File: src/rtl/status_bank_pkg.sv
// status bank package: register offsets, bit positions, reset values
// assumes a byte-wide register read port supplied by the serial front end
package status_bank_pkg;

  localparam int          ADDR_W        = 8;
  localparam int          DATA_W        = 8;
  localparam int          COMP_W        = 16;

  // register offsets
  localparam logic [7:0]  REGULATION_OFS = 8'h00;
  localparam logic [7:0]  FAULT_TEMP_OFS = 8'h01;
  localparam logic [7:0]  ALARM_OFS      = 8'h02;
  localparam logic [7:0]  CHANGE_OFS     = 8'h03;

  // charger_regulation_status bits
  localparam int          TAPER_BIT      = 6;
  localparam int          DONE_BIT       = 5;
  localparam int          ICL_BIT        = 4;
  localparam int          PPATH_BIT      = 3;
  localparam int          VLIM_BIT       = 2;
  localparam int          THERM_BIT      = 1;
  localparam int          PGOOD_BIT      = 0;

  // fault_temperature_status bits
  localparam int          OVP_BIT        = 7;
  localparam int          OCP_BIT        = 5;
  localparam int          BUV_BIT        = 4;
  localparam int          COLD_BIT       = 3;
  localparam int          COOL_BIT       = 2;
  localparam int          WARM_BIT       = 1;
  localparam int          HOT_BIT        = 0;

  // converter_alarm_status bits
  localparam int          COMP1_BIT      = 6;
  localparam int          COMP2_BIT      = 5;
  localparam int          COMP3_BIT      = 4;
  localparam int          OPEN_BIT       = 0;

  // companion change latch bit
  localparam int          PCHG_BIT       = 0;

  // reset values (status content is live, so zero is a safe start)
  localparam logic [7:0]  STAT_RST       = 8'h00;
  localparam logic [7:0]  UNMAPPED_DATA  = 8'h00;

endpackage

File: src/rtl/threshold_compare.sv
// one adc alarm comparator: measurement against threshold, direction selectable
// assumes measurement and threshold are synchronous to mclk
`timescale 1ns/10ps
module threshold_compare #(
  parameter int W = 16
) (
  // clock and reset
  input  wire logic         mclk,
  input  wire logic         reset,
  // comparison operands
  input  wire logic [W-1:0] measurement,
  input  wire logic [W-1:0] threshold,
  input  wire logic         above,
  // result
  output logic              alarm
);

  logic alarm_r;
  logic alarm_nxt;

  always_comb begin
    // above selects measurement > threshold, else measurement < threshold
    if (above) begin
      alarm_nxt = (measurement > threshold);
    end else begin
      alarm_nxt = (measurement < threshold);
    end
  end

  always_ff @(posedge mclk) begin
    if (reset) begin
      alarm_r <= 1'b0;
    end else begin
      alarm_r <= alarm_nxt;
    end
  end

  assign alarm = alarm_r;

endmodule // threshold_compare

File: src/rtl/charger_status_registers.sv
// live status register bank of a single-cell charge manager
// assumes condition inputs synchronous to mclk and a byte read port
// driven by the serial register front end (one-cycle rd_en strobe)
`timescale 1ns/10ps

// Functional notes
// - three read-only live status bytes at offsets 0x0, 0x1, 0x2
// - regulation bit 6 is one while in constant-voltage taper mode
// - regulation bits 5..1: done, current limit, power path, voltage limit, thermal
// - bit 0 one only when input above uvlo, above battery plus offset, below ovp
// - fault bit 7 shows input overvoltage; bit 6 reserved
// - fault bit 5 shows battery overcurrent protection active
// - fault bit 4 one while battery below undervoltage lockout level
// - fault bit 2 one while thermistor between cool and cold thresholds
// - fault bit 1 one while thermistor between warm and hot thresholds
// - alarm bits 6,5,4 one while comparators one,two,three meet condition
// - comparator bit reads zero when its condition is not met
// - alarm bit 0 one while thermistor above open level; 7, 3..1 reserved
// - power-valid change latches a flag, cleared by reading its register
module charger_status_registers
  import status_bank_pkg::*;
#(
  parameter int COMP_WIDTH = status_bank_pkg::COMP_W
) (
  // clock and reset
  input  wire logic                                mclk,
  input  wire logic                                reset,
  // register read port
  input  wire logic                                rd_en,
  input  wire logic [status_bank_pkg::ADDR_W-1:0]  rd_addr,
  output logic      [status_bank_pkg::DATA_W-1:0]  rd_data,
  output logic                                     rd_valid,
  // regulation conditions
  input  wire logic                                taper_mode_active,
  input  wire logic                                charge_done,
  input  wire logic                                input_current_limiting,
  input  wire logic                                power_path_limiting,
  input  wire logic                                input_voltage_limiting,
  input  wire logic                                thermal_regulating,
  // input supply comparators
  input  wire logic                                input_above_uvlo,
  input  wire logic                                input_above_battery_sleep,
  input  wire logic                                input_below_ovp,
  // faults
  input  wire logic                                input_overvoltage,
  input  wire logic                                battery_overcurrent,
  input  wire logic                                battery_undervoltage,
  // thermistor comparators
  input  wire logic                                thermistor_above_cold,
  input  wire logic                                thermistor_above_cool,
  input  wire logic                                thermistor_below_warm,
  input  wire logic                                thermistor_below_hot,
  input  wire logic                                thermistor_above_open,
  // adc comparator operands
  input  wire logic [COMP_WIDTH-1:0]               comparator_one_meas,
  input  wire logic [COMP_WIDTH-1:0]               comparator_two_meas,
  input  wire logic [COMP_WIDTH-1:0]               comparator_three_meas,
  input  wire logic [COMP_WIDTH-1:0]               comparator_one_thresh,
  input  wire logic [COMP_WIDTH-1:0]               comparator_two_thresh,
  input  wire logic [COMP_WIDTH-1:0]               comparator_three_thresh,
  input  wire logic                                comparator_one_direction,
  input  wire logic                                comparator_two_direction,
  input  wire logic                                comparator_three_direction,
  // live power-valid level
  output logic                                     input_power_valid
);

  import status_bank_pkg::*;

  logic [7:0] regulation_r;
  logic [7:0] regulation_nxt;
  logic [7:0] fault_temp_r;
  logic [7:0] fault_temp_nxt;
  logic [7:0] alarm_nxt;
  logic       pgood_prev_r;
  logic       pgood_prev_nxt;
  logic       pchg_latch_r;
  logic       pchg_latch_nxt;
  logic [7:0] rd_data_r;
  logic [7:0] rd_data_nxt;
  logic       rd_valid_r;
  logic       rd_valid_nxt;
  logic       comp_one;
  logic       comp_two;
  logic       comp_three;
  logic       pgood_now;
  logic       change_rd;

  // adc alarm comparators
  threshold_compare #(.W(COMP_WIDTH)) u_comp_one (
    .mclk        (mclk),
    .reset       (reset),
    .measurement (comparator_one_meas),
    .threshold   (comparator_one_thresh),
    .above       (comparator_one_direction),
    .alarm       (comp_one)
  );

  threshold_compare #(.W(COMP_WIDTH)) u_comp_two (
    .mclk        (mclk),
    .reset       (reset),
    .measurement (comparator_two_meas),
    .threshold   (comparator_two_thresh),
    .above       (comparator_two_direction),
    .alarm       (comp_two)
  );

  threshold_compare #(.W(COMP_WIDTH)) u_comp_three (
    .mclk        (mclk),
    .reset       (reset),
    .measurement (comparator_three_meas),
    .threshold   (comparator_three_thresh),
    .above       (comparator_three_direction),
    .alarm       (comp_three)
  );

  assign pgood_now = input_above_uvlo & input_above_battery_sleep & input_below_ovp;

  // live status capture
  always_comb begin
    regulation_nxt            = STAT_RST;
    regulation_nxt[TAPER_BIT] = taper_mode_active;
    regulation_nxt[DONE_BIT]  = charge_done;
    regulation_nxt[ICL_BIT]   = input_current_limiting;
    regulation_nxt[PPATH_BIT] = power_path_limiting;
    regulation_nxt[VLIM_BIT]  = input_voltage_limiting;
    regulation_nxt[THERM_BIT] = thermal_regulating;
    regulation_nxt[PGOOD_BIT] = pgood_now;
  end

  // fault and thermistor region byte
  always_comb begin
    fault_temp_nxt            = STAT_RST;
    fault_temp_nxt[OVP_BIT]   = input_overvoltage;
    fault_temp_nxt[OCP_BIT]   = battery_overcurrent;
    fault_temp_nxt[BUV_BIT]   = battery_undervoltage;
    fault_temp_nxt[COLD_BIT]  = thermistor_above_cold;
    fault_temp_nxt[COOL_BIT]  = thermistor_above_cool & ~thermistor_above_cold;
    fault_temp_nxt[WARM_BIT]  = thermistor_below_warm & ~thermistor_below_hot;
    fault_temp_nxt[HOT_BIT]   = thermistor_below_hot;
  end

  // alarm byte: comparator bits read straight from the comparator flops, open bit from the live thermistor_above_open input
  always_comb begin
    alarm_nxt                 = STAT_RST;
    alarm_nxt[COMP1_BIT]      = comp_one;
    alarm_nxt[COMP2_BIT]      = comp_two;
    alarm_nxt[COMP3_BIT]      = comp_three;
    alarm_nxt[OPEN_BIT]       = thermistor_above_open;
  end

  // read of the change latch clears it
  assign change_rd = rd_en && (rd_addr == CHANGE_OFS);

  // power-valid change latch; a change in the clearing cycle wins
  always_comb begin
    pgood_prev_nxt = regulation_r[PGOOD_BIT];
    pchg_latch_nxt = pchg_latch_r;
    if (change_rd) begin
      pchg_latch_nxt = 1'b0;
    end
    if (regulation_r[PGOOD_BIT] != pgood_prev_r) begin
      pchg_latch_nxt = 1'b1;
    end
  end

  // read decode; status reads change nothing
  always_comb begin
    rd_data_nxt  = rd_data_r;
    rd_valid_nxt = rd_en;
    if (rd_en) begin
      if (rd_addr == REGULATION_OFS) begin
        rd_data_nxt = regulation_r;
      end else if (rd_addr == FAULT_TEMP_OFS) begin
        rd_data_nxt = fault_temp_r;
      end else if (rd_addr == ALARM_OFS) begin
        rd_data_nxt = alarm_nxt;
      end else if (rd_addr == CHANGE_OFS) begin
        rd_data_nxt           = UNMAPPED_DATA;
        rd_data_nxt[PCHG_BIT] = pchg_latch_r;
      end else begin
        rd_data_nxt = UNMAPPED_DATA;
      end
    end
  end

  // live status registers
  always_ff @(posedge mclk) begin
    if (reset) begin
      regulation_r <= STAT_RST;
      fault_temp_r <= STAT_RST;
    end else begin
      regulation_r <= regulation_nxt;
      fault_temp_r <= fault_temp_nxt;
    end
  end

  // change latch and its history bit
  always_ff @(posedge mclk) begin
    if (reset) begin
      pgood_prev_r <= 1'b0;
      pchg_latch_r <= 1'b0;
    end else begin
      pgood_prev_r <= pgood_prev_nxt;
      pchg_latch_r <= pchg_latch_nxt;
    end
  end

  // read answer registers
  always_ff @(posedge mclk) begin
    if (reset) begin
      rd_data_r    <= STAT_RST;
      rd_valid_r   <= 1'b0;
    end else begin
      rd_data_r    <= rd_data_nxt;
      rd_valid_r   <= rd_valid_nxt;
    end
  end

  assign rd_data           = rd_data_r;
  assign rd_valid          = rd_valid_r;
  assign input_power_valid = regulation_r[PGOOD_BIT];

endmodule // charger_status_registers

File: config.mk
export PLATFORM = sky130hd
export DESIGN_NAME = charger_status_registers
export DESIGN_NICKNAME = d
export VERILOG_FILES = /design/src/rtl/status_bank_pkg.sv /design/src/rtl/threshold_compare.sv /design/src/rtl/charger_status_registers.sv
export SDC_FILE = /design/constraint.sdc
export NUM_CORES = 1
export LEC_CHECK = 0
export BUFFER_PORTS_ARGS = -buffer_cell sky130_fd_sc_hd__buf_2
export CORE_ASPECT_RATIO = 0.75
export CORE_MARGIN = 2
export CORE_UTILIZATION = 47
export CTS_CLUSTER_SIZE = 12
export DETAILED_ROUTE_END_ITERATION = 12
export GPL_TIMING_DRIVEN = 0
export MAX_ROUTING_LAYER = met4
export PLACE_DENSITY = 0.84
export REMOVE_ABC_BUFFERS = 1
export SLEW_MARGIN = 10
export SYNTH_ARGS = -nofsm -noshare
export SYNTH_HDL_FRONTEND = slang
export SYNTH_SLANG_ARGS = --single-unit
File: constraint.sdc
create_clock -name mclk -period 3.4 [get_ports mclk]
set_clock_uncertainty 0.1 [all_clocks]
set_input_delay 0.17 -clock mclk [delete_from_list [all_inputs] [get_ports mclk]]
set_output_delay 0.17 -clock mclk [all_outputs]
set_load 0.1 [all_outputs]
# == Word level (Yosys, flattened, before mapping) ==
# Cells that the tools add are included.
# W data, S select, Z words.
# op_classes
order_cmp,6
eq_ne,4
muxes,9
bitwise_logic,6
n_reduce_logical,3
# op_table
operator,count
$gt A16 B16 Y1,3
$lt A16 B16 Y1,3
$eq A8 B2 Y1 const B,2
$mux W8,2
$eq A8 B1 Y1 const B,1
$logic_not A8 Y1,1
$mux W7,1
$mux W1,6
$and A1 B1 Y1,4
$not A1 Y1,2
$reduce_bool A2 Y1,1
$logic_and A1 B1 Y1,1
$ne A1 B1 Y1,1
# totals
reg_bits,30
out_inout_bits,10
word_cells,39

# == Depth between registers and ports, before layout ==
# logic_depth
depth_word,5
depth_mapped,7
depth_no_buf,7

# == Hierarchy ==
# A second synthesis with hierarchy kept.
# unflattened
hier_cells,274
hier_area_um2,2363.5
# by_module_without_submodules
mod,n_inst,cells_each,area_per_inst_um2
threshold_compare,3,63,474.2
charger_status_registers,1,85,940.9

# == Worst setup path after synthesis ==
# OpenSTA, ideal clock, no wires.
# synth_timing
path_type,flip-flop to flip-flop
startpoint,register regulation_r[0]
endpoint,"register rd_data_r[0], in the netlist rd_data[0]"
setup_ps,70
arrival_ps,1544
required_ps,3230
slack_ps,1686
path_stages_with_launch,4
path_buffers,0
cell_sequence,dfxtp_1 > mux4_2 > nand3_1 > a21oi_1
# synth_via
elab_chain_cells,1
# synth_rtl
element,line,rtl
from (decl),charger_status_registers.sv:70,logic [7:0] regulation_r;
from (signal assigned),charger_status_registers.sv:193,regulation_r <= regulation_nxt;
$mux W8,charger_status_registers.sv:172,if (rd_addr == REGULATION_OFS) begin
to (signal assigned),charger_status_registers.sv:215,rd_data_r <= rd_data_nxt;
to (decl),charger_status_registers.sv:79,logic [7:0] rd_data_r;
# No other way between the ends.
# A chain may end at the register's enable or synchronous reset.

# == Worst setup path after layout ==
# layout_timing
startpoint,input port comparator_two_meas[1]
endpoint,"register u_comp_two.alarm_r, in the netlist u_comp_two.alarm"
# layout_via
elab_chain_cells,2
elab_cells_between_ends,3
cone_classes,order compare: 2; mux: 1
# layout_rtl
element,line,rtl
from (decl),charger_status_registers.sv:56,"input wire logic [COMP_WIDTH-1:0] comparator_two_meas,"
$lt A16 B16 Y1 / $gt A16 B16 Y1 (equally long branches),"threshold_compare.sv:26, threshold_compare.sv:24",
$mux W1 *,threshold_compare.sv:23,if (above) begin
to (signal assigned),threshold_compare.sv:34,alarm_r <= alarm_nxt;
to (decl),threshold_compare.sv:18,logic alarm_r;
# Every way passes the cells marked *; elsewhere a longest branch is shown, timed or not.

==> out/summary.md <==
The run finished with clean final reports. In this run the power spent charging and discharging nets is 214 uW. For the remaining antenna violation count, the log shows 0. The number of maximum-capacitance violations is 0, and the setup TNS is 0 ns.

The tools report the count of endpoints failing setup in the final report as 0. The most numerous cell type found on the critical path is o211ai_1. Class of the tightest hold or removal check: input pin to register. The maximum root-to-sink buffer count was 2; the number of warnings printed during yosys synthesis was 0.

The run gives 0.438 as the fraction of power consumed by sequential logic. The static leakage is 0.00174 uW. The fraction of registers with async set/reset was 0; the number of stages on the worst setup path was 7. The proportion of synthesized chip area in sequential cells was 0.248; the number of global-route vias before repair was 2148.

The floorplan step defined a core boundary enclosing 4550 sq um. For the number of hold buffers added after CTS, the log shows 6. The routability-driven placement congestion ratio is 0.722, and the fraction of final layout cells with drive strength greater than 1 is 0.370.

The clock power share was 0.253; the share of the clock period used by the worst path was 0.463. The post-detailed-route via-to-cell ratio is 4.82. By count the netlist is led by 51 x inv_1, 48 x ha_1, 28 x a21oi_1, 28 x dfxtp_1, 16 x nor2_1.

The logs give 0 for the leftover overflow at the end of global routing and 0.27 ns for the clock insertion delay at the later pin of the skew report. Dividing the detail-routed wire length by the instance count gives 10.7 um. In this run, synthesis inferred 0 flip-flops with an integrated enable. The tree built by TritonCTS fans out to 28 sinks.

The worst relative slew slack is 0.620, and the net switching fraction of the power is 0.271. The buffers plus inverters on the worst setup path came out at 1. The combined global-route utilization of all metal layers is 0.192. The critical path is of the input pin to register type.

The total CTS buffers was 3; the die width was 84.2 um. The number of failing hold endpoints at the final stage was 0; the average size of a mapped cell was 8.39 sq um. In this run the cell area of the synthesized design comes to 2260 sq um. The critical path goes through buf_2 > ha_1 > nor2b_1 > o211ai_1 > a2111o_1 > o211ai_1 > mux2_2. For the initial antenna violation count, the log shows 0. In the routed design, unresolved DRC markers number 0. Before antenna repair, the detailed router went through 4 iterations. The most instantiated flip-flop cell in the synthesis netlist was dfxtp_1. Gates resized during post-CTS repair numbered 0. The number of I/O pins is 137.

Cell family contributing the most delay on the critical path: compound AO/OA/AOI/OAI gates. Post-CTS timing repair inserted 0 buffers for setup. The met2 routing resource usage after global routing was 0.356. The tools report the endpoint of the most critical setup path as u_comp_two.alarm. The routed layout has 2255 vias.

The run gives 3.46 ns as the data required time of the critical path. The part of the total power dissipated in combinational logic is 0.310. Total of buffers placed on input and output ports: 136. Derived from the worst setup path, the maximum achievable clock frequency is 0.636 GHz. Tracing the worst setup path back leads to its startpoint at comparator_two_meas[1]. The worst setup path is captured at a register. For the global-route met1 utilization, the log shows 0.222.

The final-stage net count is 587. The peak per-stage delay on the critical path is 0.37 ns, and the worst ir drop on vdd is 0.328 mV. Data on the critical path arrives at its endpoint at 1.64 ns. The type of element launching the critical path is an input pin. The initial core utilization was 0.498.

The transition at the pin with the smallest max-transition slack was 0.570 ns. The floorplan has 21 rows. Ranked by total cell area, the synthesized netlist is headed by ha_1 27%, dfxtp_1 25%, inv_1 8.5%. inv_1 is the most common cell in the netlist. The largest individual stage delay along the critical path comes from the cell a2111o_1.

The startpoint of the lowest-slack register-to-register path was regulation_r[0]. The worst register-to-register path ends at rd_data[0]. The worst-case reg-to-reg path depth is 3. The layer with the highest usage after global routing is met2. The flip-flop and latch count after synthesis was 28; the clock-pin slew on the worst setup and hold paths was 0.09 ns. The tools report the max-slew violation count as 0. The tree is rooted in a clkbuf_8. The final routed wirelength across all metal layers came out at 4.99 mm. Yosys mapped the design onto 32 distinct sky130hd cell types. 0 antenna diodes ended up in the layout. The internal portion of the total power is 574 uW.

In this run the power density over the cells is 256 nW/um^2. The floorplan step defined a die boundary enclosing 5400 sq um. The shortest period the worst path allows is 1.57 ns, and the relative area change from synthesis to final layout is 35.7%. The tools report the largest net degree at the start of global routing as 32. The met3 layer usage reported by global route was 0.0323; the largest fanout on the critical path was 2. Counting every instance in the synthesized netlist gives 270. The H-tree depth reported by CTS came out at 1.

Summed over all nets, the half-perimeter wirelength after detailed placement is 4.29 mm. The tools report the number of design-rule violations left by the first detailed-router iteration as 65. The setup check on the worst reg-to-reg path leaves a slack of 2.21 ns. TritonCTS built the clock tree. The global-route wire length before repair came out at 8.43 mm. Core utilization of the finished layout: 0.676.

Setup repair after global routing left no endpoint under its margin. From bottom edge to top edge, the die measures 64.1 um. The portion of synthesized cell area occupied by the leading cell type came out at 0.265. Summed over all instances, the cell type with the most area after synthesis is ha_1.
## sequential cells by signal, indices dropped and copies added, names as in the netlist
signal and count:
fault_temp_r 7, pchg_latch_r 1, pgood_prev_r 1, rd_data 8
rd_valid 1, regulation_r 7, u_comp_one.alarm 1, u_comp_three.alarm 1
u_comp_two.alarm 1
## layer usage
metal	routed length, um	vias to the layer above
met3	365	5
li1	-	1207
met1	2190	957
met4	31	0
met2	2400	86
met5	0	-
## final cells by class
type,count,area (sq um)
fill,389,1470
multi-input combinational,185,1450
timing repair buffer,142,741
sequential,28,561
inverter,52,195
tap,57,71.3
clock buffer,4,55.1
## kinds of logic after synthesis
family | Yosys count | share of synthesized area
and+or+nand+nor | 73 | 0.177
buffers and inverters | 57 | 0.112
AOI/OAI and AO/OA | 53 | 0.141
adders and majority gates | 48 | 0.265
DFF | 28 | 0.248
muxes | 10 | 0.0530
xor gates and xnor gates | 1 | 0.00387
## how the worst min path moves through the flow
stage,endpoint,depth (start not counted),start,slack (ns)
after floorplan,rd_data[7],1,reset,0.13
after global placement,fault_temp_r[2],2,thermistor_above_cold,0.25
after detailed placement,fault_temp_r[2],2,thermistor_above_cold,0.25
after CTS,regulation_r[1],2,thermal_regulating,0.002
after global routing,regulation_r[1],2,thermal_regulating,0.007
final,regulation_r[1],2,thermal_regulating,0.002
## metrics by stage
| step | cell area (sq um) | hold WS, ns | total power (uW) | worst slack [ns] | cells |
|---|---|---|---|---|---|
| floorplan | 2210 | 0.132 | 483 | 1.69 | 265 |
| global placement | 2960 | 0.248 | 584 | 1.56 | 458 |
| detailed placement | 2960 | 0.254 | 592 | 1.54 | 458 |
| CTS | 3070 | 0.00228 | 796 | 1.82 | 468 |
| global route | 3070 | 0.00747 | 845 | 1.73 | 468 |
| finish | 3070 | 0.00191 | 788 | 1.83 | 468 |
## power by group through the flow
stage | Clock (uW) | Sequential (uW) | Combinational [uW]
final | 199 | 345 | 244
after CTS | 205 | 345 | 247
after floorplan | 0 | 359 | 124
after global routing | 216 | 346 | 284
after detailed placement | 0 | 353 | 239
after global placement | 0 | 352 | 232
## cell usage in the layout, fill, tap and decap left out, drive strengths merged, types with 6 or more instances in the layout
master and instances:
nor2 17, buf 136, nor2b 15, nand4 10, a21oi 29, nand2 15, dlygate4sd3 6, ha 48
o21ai 8, mux2 6, dfxtp 28, inv 51
(Power assumes the default switching activity.)
